===== config.mk =====
export PLATFORM = sky130hd
export DESIGN_NAME = ext_timer_pinchange_irq_logic
export DESIGN_NICKNAME = d
export VERILOG_FILES = /design/src/rtl/irq_pkg.sv /design/src/rtl/ctx_return_stack.sv /design/src/rtl/ext_timer_pinchange_irq_logic.sv
export SDC_FILE = /design/constraint.sdc
export NUM_CORES = 2
export LEC_CHECK = 0
export BUFFER_PORTS_ARGS = -buffer_cell sky130_fd_sc_hd__buf_2
export CAP_MARGIN = 25
export CORE_MARGIN = 4
export CORE_UTILIZATION = 48
export CTS_CLUSTER_SIZE = 16
export DETAILED_ROUTE_END_ITERATION = 16
export SYNTH_ARGS = -nofsm -noshare
export SYNTH_HDL_FRONTEND = slang
export SYNTH_SLANG_ARGS = --single-unit
export TNS_END_PERCENT = 30

===== constraint.sdc =====
create_clock -name ref_clk -period 9.3 [get_ports ref_clk]
set_clock_uncertainty 0.05 [all_clocks]
set_input_delay 0.465 -clock ref_clk [delete_from_list [all_inputs] [get_ports ref_clk]]
set_output_delay 0.465 -clock ref_clk [all_outputs]
set_load 0.02 [all_outputs]

===== src/rtl/irq_pkg.sv =====
// register map, field positions and reset values of the interrupt source logic
// assumes a byte-wide register port and one 100 MHz clock
// Operation
// - external pin fires on rising edge when polarity bit is 1, else on falling edge
// - a valid edge sets that pin's flag; the flag stays set until cleared
// - a clear enable bit blocks the request while the flag still records edges
// - any external source wakes the core if enabled before power-managed entry
// - after wake the core vectors only when the global enable is set
// - priority of external sources one and two sits at third control bits 6, 7
// - external source zero has no priority bit and is always high priority
// - in 8-bit mode the timer flag sets when the low byte wraps to zero
// - in 16-bit mode the timer flag sets when the full pair wraps to zero
// - timer interrupt is gated by main control bit 5
// - timer priority comes from second control bit 2
// - any change on port pins 7 to 4 sets main control bit 0
// - pin-change enable is main bit 3, its priority second control bit 0
// - entry pushes return address and shadows working, status and bank registers
// - reset-cause bit 7 enables two priority levels; resets to 0
// - reset-cause bits 6, 5 read zero; flags sit at bits 4 down to 0
// - timeout and power-down are read-only, reset to 1; instruction flag writable, 1
// - priorities act only with level enable; else peripherals need peripheral enable
package irq_pkg;
  localparam int DATA_W = 8;
  localparam int ADDR_W = 4;
  localparam int PC_W   = 21;
  localparam int STACK_DEPTH = 31;

  localparam logic [ADDR_W-1:0] OFS_CTRL_MAIN   = 4'h0;
  localparam logic [ADDR_W-1:0] OFS_CTRL_SECOND = 4'h1;
  localparam logic [ADDR_W-1:0] OFS_CTRL_THIRD  = 4'h2;
  localparam logic [ADDR_W-1:0] OFS_RESET_CAUSE = 4'h3;
  localparam logic [ADDR_W-1:0] OFS_TIMER_LOW   = 4'h4;
  localparam logic [ADDR_W-1:0] OFS_TIMER_HIGH  = 4'h5;
  localparam logic [ADDR_W-1:0] OFS_TIMER_CFG   = 4'h6;
  localparam logic [ADDR_W-1:0] OFS_STACK_STAT  = 4'h7;

  localparam int MAIN_GLOBAL  = 7;
  localparam int MAIN_PERIPH  = 6;
  localparam int MAIN_T0_EN   = 5;
  localparam int MAIN_X0_EN   = 4;
  localparam int MAIN_PC_EN   = 3;
  localparam int MAIN_T0_FLAG = 2;
  localparam int MAIN_X0_FLAG = 1;
  localparam int MAIN_PC_FLAG = 0;

  localparam int SEC_EDGE0   = 6;
  localparam int SEC_EDGE1   = 5;
  localparam int SEC_EDGE2   = 4;
  localparam int SEC_T0_PRIO = 2;
  localparam int SEC_PC_PRIO = 0;

  localparam int THR_X2_PRIO = 7;
  localparam int THR_X1_PRIO = 6;
  localparam int THR_X2_EN   = 4;
  localparam int THR_X1_EN   = 3;
  localparam int THR_X2_FLAG = 1;
  localparam int THR_X1_FLAG = 0;

  localparam int RC_PRIO_EN = 7;
  localparam int RC_RI      = 4;
  localparam int RC_TO      = 3;
  localparam int RC_PD      = 2;
  localparam int RC_POR     = 1;
  localparam int RC_BOR     = 0;

  localparam int CFG_RUN   = 7;
  localparam int CFG_EIGHT = 6;

  localparam logic [DATA_W-1:0] MAIN_RST   = 8'h00;
  localparam logic [DATA_W-1:0] SECOND_RST = 8'h75;
  localparam logic [DATA_W-1:0] THIRD_RST  = 8'hC0;
  localparam logic [DATA_W-1:0] RC_RST     = 8'h1C;
  localparam logic [DATA_W-1:0] CFG_RST    = 8'h40;

  localparam logic [DATA_W-1:0] SECOND_WMASK = 8'h75;
  localparam logic [DATA_W-1:0] THIRD_WMASK  = 8'hDB;
  localparam logic [DATA_W-1:0] RC_WMASK     = 8'h93;
  localparam logic [DATA_W-1:0] CFG_WMASK    = 8'hC0;
  localparam logic [DATA_W-1:0] BYTE_ONES    = 8'hFF;
  localparam logic [15:0]       WORD_ONES    = 16'hFFFF;
endpackage


===== src/rtl/ctx_return_stack.sv =====
// return address stack memory with registered read data
// assumes the owner keeps the pointer and never reads and writes one entry at once
`timescale 1ns/10ps
module ctx_return_stack #(
  parameter int WIDTH = 21,
  parameter int DEPTH = 31,
  parameter int AW    = 5
) (
  input  wire logic             ref_clk,
  input  wire logic             rst,
  input  wire logic             wr_en,
  input  wire logic [AW-1:0]    wr_addr,
  input  wire logic [WIDTH-1:0] wr_data,
  input  wire logic             rd_en,
  input  wire logic [AW-1:0]    rd_addr,
  output logic      [WIDTH-1:0] rd_data
);
  typedef struct packed {
    logic [DEPTH-1:0][WIDTH-1:0] mem;
    logic [WIDTH-1:0]            rdata;
  } stack_state_t;

  stack_state_t st_reg;
  stack_state_t st_next;

  if (DEPTH < 2 || (1 << AW) <= DEPTH) begin : g_bad_depth
    $error("stack depth does not fit the address width");
  end

  always_comb begin
    st_next = st_reg;
    if (wr_en && int'(wr_addr) < DEPTH) begin
      st_next.mem[wr_addr] = wr_data;
    end
    if (rd_en && int'(rd_addr) < DEPTH) begin
      st_next.rdata = st_reg.mem[rd_addr];
    end
  end

  always_ff @(posedge ref_clk) begin
    if (rst) begin
      st_reg <= '0;
    end else begin
      st_reg <= st_next;
    end
  end

  assign rd_data = st_reg.rdata;
endmodule


===== src/rtl/ext_timer_pinchange_irq_logic.sv =====
// interrupt sources: three edge pins, timer zero, port pin-change, reset cause, context
// assumes pins are asynchronous; core strobes and register port share ref_clk
//
// The implementer's own choices: the address map and the address-and-strobe port.
`timescale 1ns/10ps
module ext_timer_pinchange_irq_logic
  import irq_pkg::*;
#(
  parameter int STACK_D = STACK_DEPTH
) (
  input  wire logic              ref_clk,
  input  wire logic              rst,
  input  wire logic [ADDR_W-1:0] addr,
  input  wire logic [DATA_W-1:0] wdata,
  input  wire logic              wr_en,
  input  wire logic              rd_en,
  output logic      [DATA_W-1:0] rdata,
  input  wire logic [2:0]        ext_pin,
  input  wire logic [3:0]        port_b_a_hi,
  input  wire logic              periph_req,
  input  wire logic              periph_high,
  input  wire logic              power_managed,
  input  wire logic              irq_enter,
  input  wire logic              irq_enter_high,
  input  wire logic              irq_return,
  input  wire logic              irq_return_fast,
  input  wire logic [PC_W-1:0]   pc_in,
  input  wire logic [7:0]        working_register_in,
  input  wire logic [7:0]        status_in,
  input  wire logic [7:0]        bank_select_in,
  input  wire logic              reset_instr_event,
  input  wire logic              wdt_timeout_event,
  input  wire logic              wdt_clear_event,
  input  wire logic              brownout_event,
  output logic                   irq_high_req,
  output logic                   irq_low_req,
  output logic                   wake_req,
  output logic                   wake_vector,
  output logic      [PC_W-1:0]   return_pc,
  output logic                   return_pc_valid,
  output logic      [7:0]        working_register_out,
  output logic      [7:0]        status_out,
  output logic      [7:0]        bank_select_out,
  output logic                   restore_valid
);
  localparam int SP_W = $clog2(STACK_D + 1);
  localparam logic [SP_W-1:0] SP_FULL = SP_W'(STACK_D);
  localparam logic [SP_W-1:0] SP_ONE  = SP_W'(1);

  if (STACK_D < 2 || SP_W > DATA_W) begin : g_bad_stack
    $error("stack depth out of range");
  end

  typedef struct packed {
    logic [2:0]        ext_meta;
    logic [2:0]        ext_sync;
    logic [2:0]        ext_prev;
    logic [3:0]        pb_meta;
    logic [3:0]        pb_sync;
    logic [3:0]        pb_prev;
    logic [DATA_W-1:0] ctrl_main;
    logic [DATA_W-1:0] ctrl_second;
    logic [DATA_W-1:0] ctrl_third;
    logic [DATA_W-1:0] reset_cause;
    logic [DATA_W-1:0] timer_cfg;
    logic [15:0]       timer;
    logic [2:0]        wake_en;
    logic              pm_prev;
    logic [SP_W-1:0]   sp;
    logic [DATA_W-1:0] rdata;
    logic [7:0]        shadow_w;
    logic [7:0]        shadow_s;
    logic [7:0]        shadow_b;
    logic              ret_valid;
    logic              fast_valid;
  } irq_state_t;

  irq_state_t st_reg;
  irq_state_t st_next;

  logic [2:0]      ext_edge;
  logic [2:0]      ext_pol;
  logic [2:0]      ext_en;
  logic            pb_change;
  logic            t0_ovf;
  logic            priority_levels_enable;
  logic            act_x0;
  logic            act_x1;
  logic            act_x2;
  logic            act_t0;
  logic            act_pc;
  logic            high_set;
  logic            low_set;
  logic            any_set;
  logic            push;
  logic            pop;
  logic [SP_W-1:0] pop_addr;
  logic [PC_W-1:0] stack_rd;

  assign ext_pol = {st_reg.ctrl_second[SEC_EDGE2], st_reg.ctrl_second[SEC_EDGE1],
                    st_reg.ctrl_second[SEC_EDGE0]};
  assign ext_en  = {st_reg.ctrl_third[THR_X2_EN], st_reg.ctrl_third[THR_X1_EN],
                    st_reg.ctrl_main[MAIN_X0_EN]};

  for (genvar i = 0; i < 3; i++) begin : g_edge
    // rising when polarity is one, falling otherwise
    assign ext_edge[i] = ext_pol[i] ? (st_reg.ext_sync[i] & ~st_reg.ext_prev[i])
                                    : (~st_reg.ext_sync[i] & st_reg.ext_prev[i]);
  end

  assign pb_change = |(st_reg.pb_sync ^ st_reg.pb_prev);
  assign t0_ovf = st_reg.timer_cfg[CFG_RUN] &&
                  (st_reg.timer_cfg[CFG_EIGHT] ? (st_reg.timer[7:0] == BYTE_ONES)
                                               : (st_reg.timer == WORD_ONES));

  assign priority_levels_enable   = st_reg.reset_cause[RC_PRIO_EN];
  assign act_x0 = st_reg.ctrl_main[MAIN_X0_FLAG] & st_reg.ctrl_main[MAIN_X0_EN];
  assign act_x1 = st_reg.ctrl_third[THR_X1_FLAG] & st_reg.ctrl_third[THR_X1_EN];
  assign act_x2 = st_reg.ctrl_third[THR_X2_FLAG] & st_reg.ctrl_third[THR_X2_EN];
  assign act_t0 = st_reg.ctrl_main[MAIN_T0_FLAG] & st_reg.ctrl_main[MAIN_T0_EN];
  assign act_pc = st_reg.ctrl_main[MAIN_PC_FLAG] & st_reg.ctrl_main[MAIN_PC_EN];

  // source zero joins the high set unconditionally
  assign high_set = act_x0
                  | (act_x1 & st_reg.ctrl_third[THR_X1_PRIO])
                  | (act_x2 & st_reg.ctrl_third[THR_X2_PRIO])
                  | (act_t0 & st_reg.ctrl_second[SEC_T0_PRIO])
                  | (act_pc & st_reg.ctrl_second[SEC_PC_PRIO])
                  | (periph_req & periph_high);
  assign low_set  = (act_x1 & ~st_reg.ctrl_third[THR_X1_PRIO])
                  | (act_x2 & ~st_reg.ctrl_third[THR_X2_PRIO])
                  | (act_t0 & ~st_reg.ctrl_second[SEC_T0_PRIO])
                  | (act_pc & ~st_reg.ctrl_second[SEC_PC_PRIO])
                  | (periph_req & ~periph_high);
  // single level: peripheral sources also need the peripheral enable
  assign any_set  = act_x0 | act_x1 | act_x2 | act_t0 | act_pc
                  | (periph_req & st_reg.ctrl_main[MAIN_PERIPH]);

  always_comb begin
    irq_high_req = 1'b0;
    irq_low_req  = 1'b0;
    if (priority_levels_enable) begin
      irq_high_req = high_set & st_reg.ctrl_main[MAIN_GLOBAL];
      irq_low_req  = low_set & st_reg.ctrl_main[MAIN_GLOBAL] & st_reg.ctrl_main[MAIN_PERIPH];
    end else begin
      irq_high_req = any_set & st_reg.ctrl_main[MAIN_GLOBAL];
    end
  end

  // wake uses the enables captured when the power-managed mode was entered
  assign wake_req = power_managed &&
                    |(st_reg.wake_en & {st_reg.ctrl_third[THR_X2_FLAG],
                                        st_reg.ctrl_third[THR_X1_FLAG],
                                        st_reg.ctrl_main[MAIN_X0_FLAG]});
  assign wake_vector = wake_req & st_reg.ctrl_main[MAIN_GLOBAL];

  assign push     = irq_enter && st_reg.sp != SP_FULL;
  assign pop      = irq_return && st_reg.sp != '0;
  assign pop_addr = st_reg.sp - SP_ONE;

  ctx_return_stack #(
    .WIDTH (PC_W),
    .DEPTH (STACK_D),
    .AW    (SP_W)
  ) u_stack (
    .ref_clk (ref_clk),
    .rst     (rst),
    .wr_en   (push),
    .wr_addr (st_reg.sp),
    .wr_data (pc_in),
    .rd_en   (pop),
    .rd_addr (pop_addr),
    .rd_data (stack_rd)
  );

  always_comb begin
    st_next = st_reg;
    st_next.ext_meta = ext_pin;
    st_next.ext_sync = st_reg.ext_meta;
    st_next.ext_prev = st_reg.ext_sync;
    st_next.pb_meta  = port_b_a_hi;
    st_next.pb_sync  = st_reg.pb_meta;
    st_next.pb_prev  = st_reg.pb_sync;
    st_next.pm_prev  = power_managed;
    st_next.ret_valid  = pop;
    st_next.fast_valid = pop & irq_return_fast;

    // timer counts; a register write in the same cycle takes precedence
    if (st_reg.timer_cfg[CFG_RUN]) begin
      if (st_reg.timer_cfg[CFG_EIGHT]) begin
        st_next.timer[7:0] = st_reg.timer[7:0] + 8'h01;
      end else begin
        st_next.timer = st_reg.timer + 16'h0001;
      end
    end

    if (wr_en) begin
      case (addr)
        OFS_CTRL_MAIN:   st_next.ctrl_main = wdata;
        OFS_CTRL_SECOND: st_next.ctrl_second = wdata & SECOND_WMASK;
        OFS_CTRL_THIRD:  st_next.ctrl_third = wdata & THIRD_WMASK;
        OFS_RESET_CAUSE: begin
          st_next.reset_cause = (st_reg.reset_cause & ~RC_WMASK) | (wdata & RC_WMASK);
        end
        OFS_TIMER_LOW:   st_next.timer[7:0] = wdata;
        OFS_TIMER_HIGH:  st_next.timer[15:8] = wdata;
        OFS_TIMER_CFG:   st_next.timer_cfg = wdata & CFG_WMASK;
        default: ;
      endcase
    end

    // capture wake enables on entry to the power-managed mode
    if (power_managed && !st_reg.pm_prev) begin
      st_next.wake_en = ext_en;
      st_next.reset_cause[RC_PD] = 1'b0;
    end

    // hardware events on reset-cause flags
    if (wdt_clear_event) begin
      st_next.reset_cause[RC_TO] = 1'b1;
      st_next.reset_cause[RC_PD] = 1'b1;
    end
    if (wdt_timeout_event) begin
      st_next.reset_cause[RC_TO] = 1'b0;
    end
    if (reset_instr_event) begin
      st_next.reset_cause[RC_RI] = 1'b0;
    end
    if (brownout_event) begin
      st_next.reset_cause[RC_BOR] = 1'b0;
    end

    // entry drops the enable of the level taken, return restores it
    if (irq_enter) begin
      st_next.shadow_w = working_register_in;
      st_next.shadow_s = status_in;
      st_next.shadow_b = bank_select_in;
      if (priority_levels_enable && !irq_enter_high) begin
        st_next.ctrl_main[MAIN_PERIPH] = 1'b0;
      end else begin
        st_next.ctrl_main[MAIN_GLOBAL] = 1'b0;
      end
      if (push) begin
        st_next.sp = st_reg.sp + SP_ONE;
      end
    end else if (irq_return) begin
      if (priority_levels_enable && st_reg.ctrl_main[MAIN_GLOBAL]) begin
        st_next.ctrl_main[MAIN_PERIPH] = 1'b1;
      end else begin
        st_next.ctrl_main[MAIN_GLOBAL] = 1'b1;
      end
      if (pop) begin
        st_next.sp = pop_addr;
      end
    end

    // hardware set wins over a software clear in the same cycle
    st_next.ctrl_main[MAIN_X0_FLAG]  = st_next.ctrl_main[MAIN_X0_FLAG] | ext_edge[0];
    st_next.ctrl_third[THR_X1_FLAG] = st_next.ctrl_third[THR_X1_FLAG] | ext_edge[1];
    st_next.ctrl_third[THR_X2_FLAG] = st_next.ctrl_third[THR_X2_FLAG] | ext_edge[2];
    st_next.ctrl_main[MAIN_T0_FLAG]  = st_next.ctrl_main[MAIN_T0_FLAG] | t0_ovf;
    st_next.ctrl_main[MAIN_PC_FLAG]  = st_next.ctrl_main[MAIN_PC_FLAG] | pb_change;

    st_next.rdata = '0;
    if (rd_en) begin
      case (addr)
        OFS_CTRL_MAIN:   st_next.rdata = st_reg.ctrl_main;
        OFS_CTRL_SECOND: st_next.rdata = st_reg.ctrl_second;
        OFS_CTRL_THIRD:  st_next.rdata = st_reg.ctrl_third;
        OFS_RESET_CAUSE: st_next.rdata = st_reg.reset_cause;
        OFS_TIMER_LOW:   st_next.rdata = st_reg.timer[7:0];
        OFS_TIMER_HIGH:  st_next.rdata = st_reg.timer[15:8];
        OFS_TIMER_CFG:   st_next.rdata = st_reg.timer_cfg;
        OFS_STACK_STAT:  st_next.rdata = DATA_W'(st_reg.sp);
        default:         st_next.rdata = '0;
      endcase
    end
  end

  always_ff @(posedge ref_clk) begin
    if (rst) begin
      st_reg             <= '0;
      st_reg.ctrl_main   <= MAIN_RST;
      st_reg.ctrl_second <= SECOND_RST;
      st_reg.ctrl_third  <= THIRD_RST;
      st_reg.reset_cause <= RC_RST;
      st_reg.timer_cfg   <= CFG_RST;
    end else begin
      st_reg <= st_next;
    end
  end

  assign rdata                = st_reg.rdata;
  assign return_pc            = stack_rd;
  assign return_pc_valid      = st_reg.ret_valid;
  assign working_register_out = st_reg.shadow_w;
  assign status_out           = st_reg.shadow_s;
  assign bank_select_out      = st_reg.shadow_b;
  assign restore_valid        = st_reg.fast_valid;

  a_edge_sets_flag: assert property (@(posedge ref_clk) disable iff (rst)
    (st_reg.ext_sync[1] && !st_reg.ext_prev[1]
     && st_reg.ctrl_second[SEC_EDGE1]) |=> st_reg.ctrl_third[THR_X1_FLAG])
    else $error("rising edge did not set flag");

  a_flag_stays_set: assert property (@(posedge ref_clk) disable iff (rst)
    (st_reg.ctrl_main[MAIN_X0_FLAG] && !(wr_en && addr == OFS_CTRL_MAIN))
    |=> st_reg.ctrl_main[MAIN_X0_FLAG][*2] or (wr_en && addr == OFS_CTRL_MAIN))
    else $error("external flag dropped without a write");

  a_masked_no_req: assert property (@(posedge ref_clk) disable iff (rst)
    (!priority_levels_enable && !act_x1 && !act_x2 && !act_t0 && !act_pc && !periph_req
     && st_reg.ctrl_main[MAIN_X0_FLAG] && !st_reg.ctrl_main[MAIN_X0_EN]) |-> !irq_high_req)
    else $error("disabled source raised a request");

  a_wake_vectors: assert property (@(posedge ref_clk) disable iff (rst)
    wake_req |-> (wake_vector == st_reg.ctrl_main[MAIN_GLOBAL]))
    else $error("wake vector does not follow global enable");

  a_zero_is_high: assert property (@(posedge ref_clk) disable iff (rst)
    (priority_levels_enable && act_x0 && st_reg.ctrl_main[MAIN_GLOBAL]) |-> irq_high_req)
    else $error("source zero not high priority");

  a_wrap_eight: assert property (@(posedge ref_clk) disable iff (rst)
    (t0_ovf && st_reg.timer_cfg[CFG_EIGHT] && !wr_en)
    |=> (st_reg.timer[7:0] == 8'h00) && st_reg.ctrl_main[MAIN_T0_FLAG])
    else $error("8-bit wrap did not flag");

  a_wrap_sixteen: assert property (@(posedge ref_clk) disable iff (rst)
    (t0_ovf && !st_reg.timer_cfg[CFG_EIGHT] && !wr_en)
    |=> (st_reg.timer == 16'h0000) && st_reg.ctrl_main[MAIN_T0_FLAG])
    else $error("16-bit wrap did not flag");

  a_pin_change: assert property (@(posedge ref_clk) disable iff (rst)
    $changed(st_reg.pb_sync) |=> st_reg.ctrl_main[MAIN_PC_FLAG])
    else $error("pin change did not set flag");

  a_ctx_saved: assert property (@(posedge ref_clk) disable iff (rst)
    push |=> (st_reg.shadow_w == $past(working_register_in))
             && (st_reg.sp == $past(st_reg.sp) + SP_ONE))
    else $error("context not saved on entry");

  a_cause_reset: assert property (@(posedge ref_clk) disable iff (rst)
    $past(rst) |-> (st_reg.reset_cause == RC_RST) && !priority_levels_enable)
    else $error("reset cause wrong after reset");

  a_unused_zero: assert property (@(posedge ref_clk) disable iff (rst)
    (rd_en && addr == OFS_RESET_CAUSE) |=> (rdata[6:5] == 2'b00))
    else $error("unimplemented cause bits read nonzero");
endmodule


==> qor.tcl <==
set qor(drt-initial-drc-count) 3065
set qor(die_y_microns) 275
set qor(ys_top_cells_by_area) {sky130_fd_sc_hd__dfxtp_1 (46%), sky130_fd_sc_hd__nand2_1 (12%), sky130_fd_sc_hd__mux4_2 (9.8%), sky130_fd_sc_hd__a21oi_1 (7.7%), sky130_fd_sc_hd__mux2i_1 (7.1%)}
set qor(fmax_achieved_ghz) 0.230
set qor(crit_end) {u_stack.rd_data[20]$_SDFFE_PP0P_}
set qor(reg2regPathDepth) 9
set qor(port_buffers) 137
set qor(cell_internal_pwr_mw) 5.79
set qor(timing.critical_path.required_ns) 9.74
set qor(r2r_end) {u_stack.rd_data[20]$_SDFFE_PP0P_}
set qor(run_status) {finished clean}
set qor(final_min_period_over_clock_period) 0.469
set qor(power.switching_mw) 2.33
set qor(clock_tree_from_tritoncts) {built}
set qor(ios) 138
set qor(timing.slew.headroom) 0.258
set qor(vdd.ir_drop.worst_mv) 0.159
set qor(worst_path_dominant_cell_family) {buffers and inverters}
set qor(finalHoldViolCount) 0
set qor(synthesis.area_per_instance_sq_um) 8.74
set qor(maxCapViolations) 0
set qor(data_arrival_critical_path_ns) 4.80
set qor(timing.critical_path.depth) 9
set qor(critPathSlowestCell) {sky130_fd_sc_hd__dfxtp_4}
set qor(grt_use_total) 0.275
set qor(netlist.area_leader.share) 0.457
set qor(power.share.switching) 0.287
set qor(power.share.clock) 0.407
set qor(post_route_core_utilization) 0.540
set qor(ys_async_sr_fraction) 0
set qor(drtPass1Iterations) 6
set qor(clk_pin_slew_worst_paths_ns) 0.06
set qor(seq_area_frac_synth) 0.457
set qor(mappedNetlistArea_sq_mm) 0.0341
set qor(postSynthCellCount) 3905
set qor(detail_route.vias_per_cell) 5.72
set qor(max_slew_violations) 0
set qor(clockRootBuffer) {sky130_fd_sc_hd__clkbuf_16}
set qor(post-dp-hpwl_mm) 62.1
set qor(synth_top_flop_cell) {sky130_fd_sc_hd__dfxtp_1}
set qor(grt_pass1_vias) 26151
set qor(path_category_of_the_worst_min_delay_check) {in2reg}
set qor(largest_reg_flops) 651
set qor(cts_inserted_buffers) 83
set qor(clock_tree.htree_level_count) 3
set qor(num-nets-final) 3899
set qor(path_common_cell) {sky130_fd_sc_hd__buf_4}
set qor(clock_tree_buffer_depth) 3
set qor(register_bit_total_from_synthesis) 779
set qor(post-route-min-period_ns) 4.36
set qor(diodes) 0
set qor(timing.critical_path.slowest_cell_delay_ns) 0.89
set qor(critical_path_class) {reg2reg}
set qor(avgRoutedWirePerCell_microns) 21.9
set qor(worstPathCellList) {inv_1 > ha_4 > buf_4 > buf_4 > mux4_2 > nor2_1 > o22ai_1 > nand3_1 > o2bb2ai_1}
set qor(tightestPinTransition_ns) 1.11
set qor(yosys_warnings) 0
set qor(gate_power_share) 0.162
set qor(wl_mm) 105
set qor(design.core.area_sq_mm) 0.0703
set qor(detailroute.via_count) 27558
set qor(r2r-start) {st_reg[34]$_SDFFE_PP0P_}
set qor(pwr-share-seq) 0.431
set qor(crit_path_start_kind) {register}
set qor(worstPathMaxFanout) 54
set qor(ant_nets) 0
set qor(post_synth_num_cell_types) 62
set qor(grt_first_pass_wirelength_mm) 162
set qor(rrSetupSlack_ns) 4.94
set qor(synth_area_leader_cell) {sky130_fd_sc_hd__dfxtp_1}
set qor(finalWeightedCongestion) 0.882
set qor(worstSetupStartpoint) {st_reg[34]$_SDFFE_PP0P_}
set qor(drive_gt1_frac) 0.141
set qor(hold_start) {status_in[7]}
set qor(setup_viol) 0
set qor(setup_tns_ns) 0
set qor(rows) 97
set qor(p_per_area_mw_per_mm2) 214
set qor(setup_repair_after_global_routing_missed_its_margin) {false}
set qor(grt_antenna_before_repair) 0
set qor(drt_drc_violations_left) 0
set qor(die-width_microns) 275
set qor(synth_enable_flop_cells) 0
set qor(cp_num_buf_inv) 3
set qor(initial_utilization) 0.486
set qor(cts.sink_count) 779
set qor(synth_fp_nets) 3991
set qor(die-area_sq_mm) 0.0754
set qor(endpoint_kind) {register}
set qor(worst_skew_pair.late_latency_ns) 0.63
set qor(grt_max_degree) 210
set qor(leakagePower_nw) 12.9
set qor(areaGrowthSynthToFinish_pct) 11.2
set qor(global_route.overflow_total) 0
final cells by class:
cell class	instances	area, sq um
clock buffer	125	2480
clock inverter	23	223
fill	6502	32300
inverter	12	45.0
multi-input combinational	2707	16600
sequential	779	15600
tap	940	1180
timing repair buffer	230	1840
cell usage after synthesis (all sizes together), types with 2 or more instances:
master   instances
nand3b           5
and2             4
or2              2
nand4            6
and3             4
o22ai           23
buf            209
nand2b           8
a21oi          526
mux2i          241
o21ai           28
mux2            28
nor3b            5
a31oi            4
clkbuf         198
nand3           51
a32oi            2
a22oi            5
a211oi          22
o2bb2ai         23
o31ai            2
nand4b           2
nor2b           35
xor2            14
nand2         1065
inv             12
dfxtp          779
nor3            48
o31a             2
nor4             6
nor2           336
a221oi          23
xnor2           12
or3b             3
mux4           149
ha               7
kinds of logic after synthesis:
logic type	after synthesis	share of synthesized area
compound gates	670	0.108
xor+xnor	26	0.00689
fa+ha+maj	7	0.00257
buf+inv	419	0.0604
flops	779	0.457
mux	418	0.178
simple gates	1586	0.187
worst register-to-register path, stage by stage, from the launching register on:
cell and delay [ns]:
sky130_fd_sc_hd__dfxtp_4 0.89, sky130_fd_sc_hd__inv_1 0.31, sky130_fd_sc_hd__ha_4 0.54, sky130_fd_sc_hd__buf_4 0.75
sky130_fd_sc_hd__buf_4 0.68, sky130_fd_sc_hd__mux4_2 0.61, sky130_fd_sc_hd__nor2_1 0.10, sky130_fd_sc_hd__o22ai_1 0.11
sky130_fd_sc_hd__nand3_1 0.12, sky130_fd_sc_hd__o2bb2ai_1 0.07
metrics by stage:
step | std cells | power [mW] | worst slack, ns | hold slack [ns] | cell area, sq um
4_1_cts | 4809 | 8.16 | 4.93 | 0.000535 | 37800
3_3_place_gp | 4626 | 4.83 | 4.95 | 0.366 | 34500
5_1_grt | 4816 | 8.39 | 4.69 | 0.0228 | 37900
2_1_floorplan | 3905 | 4.43 | 6.18 | 0.364 | 34100
6_report | 4816 | 8.13 | 4.94 | 0.0197 | 37900
3_5_place_dp | 4644 | 4.87 | 4.92 | 0.374 | 34900
cells in the final DEF, fill, tap and decap left out, types with 21 or more instances in the layout:
master                      count
sky130_fd_sc_hd__o2bb2ai_1     23
sky130_fd_sc_hd__o22ai_1       23
sky130_fd_sc_hd__nand2_1     1065
sky130_fd_sc_hd__dfxtp_1      778
sky130_fd_sc_hd__a221oi_1      23
sky130_fd_sc_hd__o21ai_0       28
sky130_fd_sc_hd__nor2_1       326
sky130_fd_sc_hd__nor3_1        47
sky130_fd_sc_hd__buf_4         48
sky130_fd_sc_hd__nand3_1       51
sky130_fd_sc_hd__a211oi_1      21
sky130_fd_sc_hd__clkbuf_1      22
sky130_fd_sc_hd__nor2b_1       34
sky130_fd_sc_hd__a21oi_1      523
sky130_fd_sc_hd__mux2i_1      241
sky130_fd_sc_hd__mux4_2       149
sky130_fd_sc_hd__buf_2        136
sky130_fd_sc_hd__clkbuf_16     87
sky130_fd_sc_hd__mux2_2        28
power by group through the flow:
stage               Clock (mW)  Combinational [mW]  Sequential, mW
floorplan                    0               0.914            3.52
global placement             0                1.25            3.58
detailed placement           0                1.29            3.58
CTS                       3.36                1.30            3.51
global route              3.49                1.39            3.51
finish                    3.31                1.32            3.50
per-layer routing:
layer,global-route usage,part of all wire,vias to the layer above
li1,-,-,12970
met1,0.382,0.43,13365
met2,0.436,0.46,1033
met3,0.0449,0.072,190
met4,0.0964,0.035,0
met5,0,0,-
timing repair:
item	4_1_cts	5_1_grt
buffers inserted	0	0
hold endpoints to repair	17	0
hold buffers	17	0
gates resized for setup	0	0
how the worst min path moves through the flow:
stage | slack [ns] | end | cells past startpoint
finish | 0.02 | status_out[7]$_SDFFE_PP0P_ | 3
global route | 0.02 | working_register_out[5]$_SDFFE_PP0P_ | 3
CTS | 0.0005 | status_out[3]$_SDFFE_PP0P_ | 3
detailed placement | 0.37 | st_next[111]$_SDFF_PP0_ | 1
global placement | 0.37 | st_next[99]$_SDFF_PP0_ | 1
floorplan | 0.36 | st_next[100]$_SDFF_PP0_ | 1
No activity file was read; power rests on OpenSTA's default activity.
